$ cat config.mk
export PLATFORM = sky130hd
export DESIGN_NAME = board_control_register_bank
export DESIGN_NICKNAME = d
export VERILOG_FILES = /design/src/logic/board_ctl_pkg.sv /design/src/logic/board_control_register_bank.sv
export SDC_FILE = /design/constraint.sdc
export NUM_CORES = 1
export LEC_CHECK = 0
export BUFFER_PORTS_ARGS = -buffer_cell sky130_fd_sc_hd__buf_2
export CORE_UTILIZATION = 45
export DETAILED_ROUTE_END_ITERATION = 10
export GPL_ROUTABILITY_DRIVEN = 0
export PLACE_DENSITY_LB_ADDON = 0.1
export RECOVER_POWER = 50
export SETUP_SLACK_MARGIN = 0.15
export SYNTH_ARGS = -nofsm -noshare
export SYNTH_HDL_FRONTEND = slang
export SYNTH_SLANG_ARGS = --single-unit
$ cat constraint.sdc
create_clock -name mclk -period 3.7 [get_ports mclk]
set_clock_uncertainty 0.15 [all_clocks]
set_input_delay 0.74 -clock mclk [delete_from_list [all_inputs] [get_ports mclk]]
set_output_delay 0.74 -clock mclk [all_outputs]
set_load 0.05 [all_outputs]
$ cat src/logic/board_ctl_pkg.sv
// Constants for the board control register bank
package board_ctl_pkg;
  localparam int          NREG      = 51;
  localparam logic [15:0] WIN_BASE  = 16'h0C80;
  localparam int          WIN_BITS  = 6;
  localparam logic [6:0]  PROD_CODE = 7'h2A;  // Arbitrary value
  localparam logic [7:0]  RST_VAL   = 8'h00;
  localparam int          NSYNC     = 34;
  localparam int          OFF_PROD  = 'h00;
  localparam int          OFF_PSTAT = 'h01;
  localparam int          OFF_JMP   = 'h02;
  localparam int          OFF_TCTL  = 'h03;
  localparam int          OFF_TSTA  = 'h04;
  localparam int          OFF_SPIB  = 'h09;
  localparam int          OFF_AUXP  = 'h10;
  localparam int          OFF_GDIR  = 'h21;
  localparam int          OFF_GOUT  = 'h23;
  localparam int          OFF_GIN   = 'h24;
  localparam int          OFF_GMSK  = 'h25;
  localparam int          OFF_GSTA  = 'h26;
  localparam int          OFF_WDOG  = 'h28;
  localparam int          OFF_AUXI  = 'h2B;
  localparam int          OFF_SECT  = 'h30;
  localparam int          OFF_SEST  = 'h31;
  localparam logic [3:0]  LAD_START = 4'h0;
  localparam logic [3:0]  LAD_SYNC  = 4'h0;
  localparam logic [3:0]  LAD_IDLE  = 4'hF;

  typedef enum logic [1:0] {
    CL_NONE = 2'b00,
    CL_POR  = 2'b01,
    CL_PLAT = 2'b10,
    CL_SEL  = 2'b11
  } rst_class_e;

  typedef enum logic [2:0] {
    ST_IDLE = 3'b000,
    ST_CYC  = 3'b001,
    ST_ADDR = 3'b010,
    ST_WDAT = 3'b011,
    ST_HTAR = 3'b100,
    ST_SYNC = 3'b101,
    ST_RDAT = 3'b110,
    ST_PTAR = 3'b111
  } lpc_state_e;

  function automatic rst_class_e reg_class(input int i);
    case (i)
      'h10, 'h11:             reg_class = CL_POR;
      'h21, 'h22, 'h23, 'h27: reg_class = CL_SEL;
      'h06, 'h07, 'h0F, 'h24, 'h2D: reg_class = CL_NONE;
      default:                reg_class = (i > 'h12 && i < 'h21) ? CL_NONE : CL_PLAT;
    endcase
  endfunction : reg_class

  function automatic logic [7:0] wr_mask(input int i);
    case (i)
      'h00: wr_mask = 8'h80;
      'h02: wr_mask = 8'h70;
      'h03: wr_mask = 8'hF7;
      'h04: wr_mask = 8'hC0;
      'h09: wr_mask = 8'hFC;
      'h0E: wr_mask = 8'h76;
      'h10: wr_mask = 8'h03;
      'h11: wr_mask = 8'h70;
      'h12: wr_mask = 8'h04;
      'h28: wr_mask = 8'hF6;
      'h2A: wr_mask = 8'h03;
      'h2B: wr_mask = 8'hF0;
      'h2C: wr_mask = 8'h01;
      'h05, 'h08, 'h0A, 'h0B, 'h0C, 'h0D, 'h21, 'h22, 'h23, 'h25, 'h27,
      'h29, 'h2E, 'h2F, 'h30, 'h32: wr_mask = 8'hFF;
      default: wr_mask = 8'h00;
    endcase
  endfunction : wr_mask

  function automatic logic [7:0] w1c_mask(input int i);
    case (i)
      'h04:    w1c_mask = 8'h07;
      'h26:    w1c_mask = 8'hFF;
      'h28:    w1c_mask = 8'h01;
      'h31:    w1c_mask = 8'h0F;
      default: w1c_mask = 8'h00;
    endcase
  endfunction : w1c_mask

  function automatic logic [7:0] rdclr_mask(input int i);
    rdclr_mask = (i == 'h09) ? 8'h02 : 8'h00;
  endfunction : rdclr_mask
endpackage : board_ctl_pkg

$ cat src/logic/board_control_register_bank.sv
// Board control register bank behind an LPC I/O slave
// Contract
// - Power-on class registers reset only at power-up, never at platform reset.
// - Platform class registers clear at every platform reset.
// - Selectable class acts as platform class while power select is clear.
// - Selectable class resets only at power-up while power select is set.
// - Status and reserved locations ignore resets; read from inputs or zeros.
// - Read-to-clear bits clear after read; write-one-clear bits clear where one written.
// - Only single-byte LPC I/O cycles; wide values are two byte accesses.
// - Interrupt status bits stay set until host writes one to them or a platform reset clears them.
// - Enabled interrupt slot is low without and high with pending interrupt.
module board_control_register_bank (
  input  wire logic                    mclk,
  input  wire logic                    rst,
  input  wire logic                    lframe_n,
  input  wire logic [3:0]              lad_i,
  output logic      [3:0]              lad_o,
  output logic                         lad_oe,
  input  wire logic                    plat_rst,
  input  wire logic                    power_select_control_bit,
  input  wire logic [7:0]              prod_status,
  input  wire logic [2:0]              jumper_in,
  input  wire logic [1:0]              tmr_in,
  input  wire logic                    spi_busy,
  input  wire logic                    battlow,
  input  wire logic [7:0]              gpio_in,
  input  wire logic [2:0]              timer_evt,
  input  wire logic                    spi_evt,
  input  wire logic                    wdt_evt,
  input  wire logic [3:0]              sys_evt,
  output logic [7:0]                   gpio_o,
  output logic [7:0]                   gpio_oe,
  output logic                         programmable_indicator,
  output logic [board_ctl_pkg::NREG-1:0][7:0] cfg_o,
  output logic [7:0]                   slot_en,
  output logic [7:0]                   slot_lvl
);
  localparam int N = board_ctl_pkg::NREG;
  localparam int S = board_ctl_pkg::NSYNC;

  logic [S-1:0] s1_reg;
  logic [S-1:0] s2_reg;
  logic [S-1:0] s3_reg;
  logic [S-1:0] pins;
  logic         plat_s;
  logic         psen_s;
  logic [7:0]   gpio_s;
  logic [7:0]   gpio_d;
  logic [8:0]   evt_rise;

  assign pins = {gpio_in, sys_evt, wdt_evt, spi_evt, timer_evt, battlow, spi_busy, tmr_in,
                 jumper_in, prod_status, power_select_control_bit, plat_rst};

  always_ff @(posedge mclk) begin
    if (rst) begin
      s1_reg <= '0;
      s2_reg <= '0;
      s3_reg <= '0;
    end else begin
      s1_reg <= pins;
      s2_reg <= s1_reg;
      s3_reg <= s2_reg;
    end
  end

  assign plat_s   = s2_reg[0];
  assign psen_s   = s2_reg[1];
  assign gpio_s   = s2_reg[33:26];
  assign gpio_d   = s3_reg[33:26];
  assign evt_rise = s2_reg[25:17] & ~s3_reg[25:17];

  // LPC slave
  board_ctl_pkg::lpc_state_e st_reg, st_next;
  logic [1:0]  cnt_reg, cnt_next;
  logic [15:0] addr_reg, addr_next;
  logic        dir_reg, dir_next;
  logic [7:0]  data_reg, data_next;
  logic        wr_stb;
  logic        rd_stb;
  logic [5:0]  off;
  logic [15:0] addr_sh;
  logic [7:0]  rd_val;

  assign off     = addr_reg[5:0];
  assign addr_sh = {addr_reg[11:0], lad_i};
  assign wr_stb  = (st_reg == board_ctl_pkg::ST_SYNC) && dir_reg;
  assign rd_stb  = (st_reg == board_ctl_pkg::ST_SYNC) && !dir_reg;

  always_comb begin
    st_next   = st_reg;
    cnt_next  = cnt_reg;
    addr_next = addr_reg;
    dir_next  = dir_reg;
    data_next = data_reg;
    case (st_reg)
      board_ctl_pkg::ST_IDLE: begin
        if (!lframe_n && lad_i == board_ctl_pkg::LAD_START) st_next = board_ctl_pkg::ST_CYC;
      end
      board_ctl_pkg::ST_CYC: begin
        cnt_next = 2'h0;
        if (!lframe_n) st_next = board_ctl_pkg::ST_CYC;
        else if (lad_i[3:2] == 2'h0) begin
          dir_next = lad_i[1];
          st_next  = board_ctl_pkg::ST_ADDR;
        end else st_next = board_ctl_pkg::ST_IDLE;
      end
      board_ctl_pkg::ST_ADDR: begin
        addr_next = addr_sh;
        cnt_next  = cnt_reg + 2'h1;
        if (cnt_reg == 2'h3) begin
          if (addr_sh[15:board_ctl_pkg::WIN_BITS] !=
              board_ctl_pkg::WIN_BASE[15:board_ctl_pkg::WIN_BITS])
            st_next = board_ctl_pkg::ST_IDLE;
          else st_next = dir_reg ? board_ctl_pkg::ST_WDAT : board_ctl_pkg::ST_HTAR;
        end
      end
      board_ctl_pkg::ST_WDAT: begin
        data_next = {lad_i, data_reg[7:4]};
        cnt_next  = cnt_reg + 2'h1;
        if (cnt_reg[0]) begin
          cnt_next = 2'h0;
          st_next  = board_ctl_pkg::ST_HTAR;
        end
      end
      board_ctl_pkg::ST_HTAR: begin
        cnt_next = cnt_reg + 2'h1;
        if (cnt_reg[0]) st_next = board_ctl_pkg::ST_SYNC;
      end
      board_ctl_pkg::ST_SYNC: begin
        cnt_next = 2'h0;
        if (!dir_reg) data_next = rd_val;
        st_next = dir_reg ? board_ctl_pkg::ST_PTAR : board_ctl_pkg::ST_RDAT;
      end
      board_ctl_pkg::ST_RDAT: begin
        cnt_next = cnt_reg + 2'h1;
        if (cnt_reg[0]) begin
          cnt_next = 2'h0;
          st_next  = board_ctl_pkg::ST_PTAR;
        end
      end
      board_ctl_pkg::ST_PTAR: begin
        cnt_next = cnt_reg + 2'h1;
        if (cnt_reg[0]) st_next = board_ctl_pkg::ST_IDLE;
      end
      default: st_next = board_ctl_pkg::ST_IDLE;
    endcase
    if (!lframe_n && st_reg != board_ctl_pkg::ST_IDLE && st_reg != board_ctl_pkg::ST_CYC)
      st_next = (lad_i == board_ctl_pkg::LAD_START) ? board_ctl_pkg::ST_CYC
                                                    : board_ctl_pkg::ST_IDLE;
  end

  always_ff @(posedge mclk) begin
    if (rst) begin
      st_reg   <= board_ctl_pkg::ST_IDLE;
      cnt_reg  <= 2'h0;
      addr_reg <= 16'h0000;
      dir_reg  <= 1'b0;
      data_reg <= 8'h00;
    end else begin
      st_reg   <= st_next;
      cnt_reg  <= cnt_next;
      addr_reg <= addr_next;
      dir_reg  <= dir_next;
      data_reg <= data_next;
    end
  end

  always_comb begin
    lad_oe = 1'b0;
    lad_o  = board_ctl_pkg::LAD_IDLE;
    case (st_reg)
      board_ctl_pkg::ST_SYNC: begin
        lad_oe = 1'b1;
        lad_o  = board_ctl_pkg::LAD_SYNC;
      end
      board_ctl_pkg::ST_RDAT: begin
        lad_oe = 1'b1;
        lad_o  = cnt_reg[0] ? data_reg[7:4] : data_reg[3:0];
      end
      board_ctl_pkg::ST_PTAR: lad_oe = !cnt_reg[0];
      default: lad_oe = 1'b0;
    endcase
  end

  // Register storage
  logic [7:0] regs_reg  [0:N-1];
  logic [7:0] regs_next [0:N-1];
  logic [7:0] set_v     [0:N-1];
  logic [7:0] stat_v    [0:N-1];

  always_comb begin
    for (int i = 0; i < N; i++) begin
      set_v[i]  = 8'h00;
      stat_v[i] = 8'h00;
    end
    set_v[board_ctl_pkg::OFF_TSTA]  = {5'h00, evt_rise[2:0]};
    set_v[board_ctl_pkg::OFF_SPIB]  = {6'h00, evt_rise[3], 1'b0};
    set_v[board_ctl_pkg::OFF_WDOG]  = {7'h00, evt_rise[4]};
    set_v[board_ctl_pkg::OFF_SEST]  = {4'h0, evt_rise[8:5]};
    set_v[board_ctl_pkg::OFF_GSTA]  = (gpio_s ^ regs_reg['h22]) & ~(gpio_d ^ regs_reg['h22]);
    stat_v[board_ctl_pkg::OFF_PROD]  = {1'b0, board_ctl_pkg::PROD_CODE};
    stat_v[board_ctl_pkg::OFF_PSTAT] = s2_reg[9:2];
    stat_v[board_ctl_pkg::OFF_JMP]  = {s2_reg[12], 3'h0, s2_reg[11], 1'b0, s2_reg[10], 1'b0};
    stat_v[board_ctl_pkg::OFF_TSTA] = {2'h0, s2_reg[14:13], 4'h0};
    stat_v[board_ctl_pkg::OFF_SPIB] = {7'h00, s2_reg[15]};
    stat_v[board_ctl_pkg::OFF_GIN]  = gpio_s;
    stat_v[board_ctl_pkg::OFF_SEST] = {s2_reg[16], 7'h00};
  end

  // Unused offsets hold no storage and read zero
  assign rd_val = (off < N[5:0]) ? (regs_reg[off] | stat_v[off]) : 8'h00;

  generate
    for (genvar i = 0; i < N; i++) begin : g_reg
      localparam logic [7:0] WM = board_ctl_pkg::wr_mask(i);
      localparam logic [7:0] CM = board_ctl_pkg::w1c_mask(i);
      localparam logic [7:0] RM = board_ctl_pkg::rdclr_mask(i);
      localparam board_ctl_pkg::rst_class_e CL = board_ctl_pkg::reg_class(i);
      logic hit;
      logic clr_plat;
      assign hit = (off == 6'(i));
      always_comb begin
        regs_next[i] = regs_reg[i];
        if (wr_stb && hit) begin
          regs_next[i] = (regs_reg[i] & ~WM) | (data_reg & WM);
          regs_next[i] = regs_next[i] & ~(data_reg & CM);
        end
        if (rd_stb && hit) regs_next[i] = regs_next[i] & ~RM;
        regs_next[i] = (regs_next[i] | (set_v[i] & (CM | RM))) & (WM | CM | RM);
        clr_plat = plat_s && (CL == board_ctl_pkg::CL_PLAT ||
                              (CL == board_ctl_pkg::CL_SEL && !psen_s));
        if (clr_plat) regs_next[i] = board_ctl_pkg::RST_VAL;
      end
      always_ff @(posedge mclk) begin
        if (rst) regs_reg[i] <= board_ctl_pkg::RST_VAL;
        else regs_reg[i] <= regs_next[i];
      end
      assign cfg_o[i] = regs_reg[i];
    end
  endgenerate

  assign gpio_o                 = regs_reg[board_ctl_pkg::OFF_GOUT];
  assign gpio_oe                = regs_reg[board_ctl_pkg::OFF_GDIR];
  assign programmable_indicator = regs_reg[board_ctl_pkg::OFF_PROD][7];

  // Interrupt slot levels
  logic [3:0] pend;
  logic [7:0] ctl_sel [0:3];
  assign ctl_sel[0] = regs_reg[board_ctl_pkg::OFF_TCTL];
  assign ctl_sel[1] = regs_reg[board_ctl_pkg::OFF_AUXI];
  assign ctl_sel[2] = regs_reg[board_ctl_pkg::OFF_WDOG];
  assign ctl_sel[3] = regs_reg[board_ctl_pkg::OFF_SECT];
  assign pend[0] = |(regs_reg[board_ctl_pkg::OFF_TSTA][2:0] & ctl_sel[0][2:0]);
  assign pend[1] = |(regs_reg[board_ctl_pkg::OFF_GSTA] & regs_reg[board_ctl_pkg::OFF_GMSK]);
  assign pend[2] = regs_reg[board_ctl_pkg::OFF_WDOG][0];
  assign pend[3] = |(regs_reg[board_ctl_pkg::OFF_SEST][3:0] & ctl_sel[3][3:0]);

  always_comb begin
    slot_en  = 8'h00;
    slot_lvl = 8'h00;
    for (int k = 0; k < 4; k++) begin
      if (ctl_sel[k][7]) begin
        slot_en[ctl_sel[k][6:4]]  = 1'b1;
        slot_lvl[ctl_sel[k][6:4]] = slot_lvl[ctl_sel[k][6:4]] | pend[k];
      end
    end
  end

  por_keep_a: assert property (@(posedge mclk) disable iff (rst)
    plat_s && !wr_stb |=> regs_reg['h10] == $past(regs_reg['h10]))
    else $error("power-on class register changed at platform reset");
  plat_clear_a: assert property (@(posedge mclk) disable iff (rst)
    plat_s |=> regs_reg['h03] == 8'h00 && regs_reg['h26] == 8'h00)
    else $error("platform class register not cleared");
  sel_plat_a: assert property (@(posedge mclk) disable iff (rst)
    plat_s && !psen_s |=> regs_reg['h21] == 8'h00)
    else $error("selectable register kept with power select clear");
  sel_por_a: assert property (@(posedge mclk) disable iff (rst)
    plat_s && psen_s && !wr_stb |=> regs_reg['h21] == $past(regs_reg['h21]))
    else $error("selectable register cleared with power select set");
  resv_zero_a: assert property (@(posedge mclk) disable iff (rst)
    rd_stb && (off == 6'h06 || off > 6'h32) |=> data_reg == 8'h00)
    else $error("unused offset read nonzero");
  roc_clear_a: assert property (@(posedge mclk) disable iff (rst)
    rd_stb && off == 6'h09 && !evt_rise[3] |=> !regs_reg['h09][1])
    else $error("read-to-clear bit not cleared");
  w1c_hold_a: assert property (@(posedge mclk) disable iff (rst)
    !(wr_stb && off == 6'h26) && !plat_s
      |=> (regs_reg['h26] & $past(regs_reg['h26])) == $past(regs_reg['h26]))
    else $error("sticky status bit lost");
  slot_level_a: assert property (@(posedge mclk) disable iff (rst)
    ctl_sel[2][7] && pend[2] |-> slot_en[ctl_sel[2][6:4]] && slot_lvl[ctl_sel[2][6:4]])
    else $error("pending slot not driven high");
  write_seq_a: assert property (@(posedge mclk) disable iff (rst)
    (st_reg == board_ctl_pkg::ST_WDAT && cnt_reg == 2'h0 && lframe_n) ##1 lframe_n [*3]
      |-> st_reg == board_ctl_pkg::ST_HTAR ##1 st_reg == board_ctl_pkg::ST_SYNC)
    else $error("write cycle sequence broken");
endmodule : board_control_register_bank

==> flow_summary.json <==
{
  "total_leakage_power_nw": 7.13,
  "min_path_type": "primary input to flop",
  "peakVddDrop_uv": 313,
  "cts_tree": "yes",
  "critPathLaunchType": "flop",
  "setup_violations": 8,
  "synth_top_area_share": 0.388,
  "start_util": 0.456,
  "met2_usage": 0.425,
  "cts_root_buf": "clkbuf_16",
  "whs_path_depth": 2,
  "worst-slew-pin-transition_ns": 1.43,
  "grt_remaining_overflow": 0,
  "fin_util": 0.525,
  "grt_usage": 0.264,
  "dr.first_iter.drc_count": 1008,
  "ys.flop_type": "dfxtp_1",
  "cts_max_path_buffers": 3,
  "min_to": "s1_reg[27]",
  "grt_max_degree": 89,
  "synth_cells": 1810,
  "synth_edf_count": 0,
  "coreArea_sq_mm": 0.0345,
  "synth_warnings": 0,
  "stdcell_area_sq_mm": 0.0181,
  "use_met3": 0.0447,
  "placed_area_sq_mm": 0.0170,
  "grt_pass1_wl_mm": 72.9,
  "largest_reg_flops": 188,
  "cts_buffers": 35,
  "end_kind": "output port",
  "avgViaCountPerCell": 5.24,
  "arrival_ns": 3.15,
  "drive_above_1_share": 0.157,
  "power_mw": 7.47,
  "routedWlPerCell_microns": 19.5,
  "route.vias.total": 13368,
  "required_ns": 2.81,
  "rr_worst_depth": 8,
  "outcome": "finished with violations",
  "nets": 2115,
  "area_growth_pct": 15.0,
  "fmax_mhz": 248,
  "drc": 1,
  "powerDensity_mw_per_mm2": 413,
  "busiest_layer": "met2",
  "violations": "design-rule violations, negative setup slack",
  "hold_start": "gpio_in[1]",
  "hold_viol_final": 0,
  "dpl.hpwl_mm": 35.6,
  "drv_slew": 0,
  "n_antenna_cell": 0,
  "routed_wl_mm": 49.8,
  "drt_first_pass_iters": 8,
  "cts.htree.levels": 2,
  "yosysSeqAreaShare": 0.388,
  "rsz0062_at_grt": "yes",
  "ant_nets": 0,
  "die_y_microns": 189,
  "ys_ff_latch": 305,
  "synth.avg_cell_area_sq_um": 8.69,
  "die_width_microns": 189,
  "drv_cap": 0,
  "fp-row-count": 68,
  "dieArea_sq_mm": 0.0357,
  "slew_headroom": 0.0494,
  "async_flop_share": 0,
  "postCtsHoldBufs": 0,
  "synth_top_area_cell": "dfxtp_1",
  "fin_crit_ns": 4.04,
  "r2r_setup_slack_ns": 0.58,
  "path_clk_slew_ns": 0.06,
  "cp_max_fo": 6,
  "timing.final.crit_share": 1.09,
  "yosys-top-cells-count": "dfxtp_1, buf_4, nor2_1",
  "synth_most_common_cell": "dfxtp_1",
  "use_met1": 0.363,
  "worst_slack_ns": -0.335,
  "insertion_delay_ns": 0.52,
  "syn_area_sq_mm": 0.0157,
  "cts_num_sinks": 305,
  "synth_area_leaders": "dfxtp_1, buf_4, mux2i_1, nor2_1, nor2b_1",
  "reg2reg_to": "data_reg[6]",
  "io_pins": 487,
  "synthDistinctLibCells": 80,
  "grt_pass1_vias": 11795,
  "crit_type": "flop to output port",
  "portBuffers": 266,
  "antenna_found_initial": 0
}
## worst max path at each step
stage / start / endpoint / slack [ns] / cells past startpoint
final: regs_reg[4][2] / slot_lvl[2] / -0.34 / 11
after detailed placement: regs_reg[38][4] / slot_lvl[4] / -0.18 / 10
after global placement: regs_reg[38][4] / slot_lvl[2] / -0.07 / 10
after global routing: regs_reg[4][2] / slot_lvl[2] / -0.39 / 11
after floorplan: regs_reg[3][2] / slot_lvl[2] / -0.14 / 8
after CTS: regs_reg[3][2] / slot_lvl[4] / -0.38 / 11
## final cells by class
cell class	instances	area, sq um
sequential	305	6140
fill	3382	16400
clock buffer	53	995
clock inverter	9	138
timing repair buffer	369	1980
multi-input combinational	1346	8210
tap	455	569
inverter	15	56.3
## worst max-delay path, stage by stage (launching register included)
cell and delay (ns):
dfxtp_4 0.34, a222oi_1 0.36, buf_4 0.23, nor4_1 0.08, o311ai_0 0.46, a221oi_2 0.09, nor2_2 0.18, o211ai_1 0.18
a211oi_4 0.30, buf_12 0.18, mux2i_4 0.07, buf_6 0.17
## metal layers
metal | part of all wire | vias up
met5 | 0 | -
met4 | 0.023 | 0
met3 | 0.076 | 78
met2 | 0.46 | 614
met1 | 0.44 | 6365
li1 | - | 6311
## placed cells by master (no fill, tap or decap), types with 64 or more instances in the layout
cell | netlist | layout
nand2_1 | 128 | 127
a21oi_1 | 91 | 89
clkbuf_1 | 90 | 185
nor2_1 | 222 | 220
nor2b_1 | 123 | 123
buf_2 | 11 | 87
mux2i_1 | 166 | 164
conb_1 | 1 | 220
buf_4 | 239 | 95
dfxtp_1 | 305 | 287
o21ai_0 | 69 | 64
## stage by stage
stage / TNS (ns) / instances / hold WS (ns) / setup WS, ns
2_1_floorplan: -0.802 / 2029 / 0.264 / -0.141
3_3_place_gp: -0.245 / 2476 / 0.272 / -0.0741
3_5_place_dp: -1.06 / 2476 / 0.270 / -0.177
4_1_cts: -2.86 / 2548 / 0.261 / -0.377
5_1_grt: -3.02 / 2552 / 0.270 / -0.393
6_report: -2.56 / 2552 / 0.281 / -0.335
## power breakdown
part           switching (mW)  internal, mW  total [mW]
Sequential             0.0229          3.33        3.35
Combinational           0.625        0.0690       0.694
Clock                    1.35          2.07        3.42
Total                    2.00          5.47        7.47
## logic make-up after synthesis
| logic type | count (synthesis) | synth area share |
|---|---|---|
| AO/OA/AOI/OAI | 297 | 0.124 |
| AND/OR/NAND/NOR | 628 | 0.196 |
| adder cells (fa/ha/maj) | 2 | 0.00159 |
| flip-flops | 305 | 0.388 |
| buffers and inverters | 378 | 0.153 |
| other | 1 | 0.000238 |
| multiplexers | 194 | 0.134 |
| XOR/XNOR | 5 | 0.00278 |
## repair_timing
action	4_1_cts	5_1_grt
endpoints found under the hold margin	0	0
gates resized for setup	24	11
setup buffers	10	4
pin swaps	7	9
setup endpoints to repair	8	8
No activity file was read; power rests on OpenSTA's default activity.
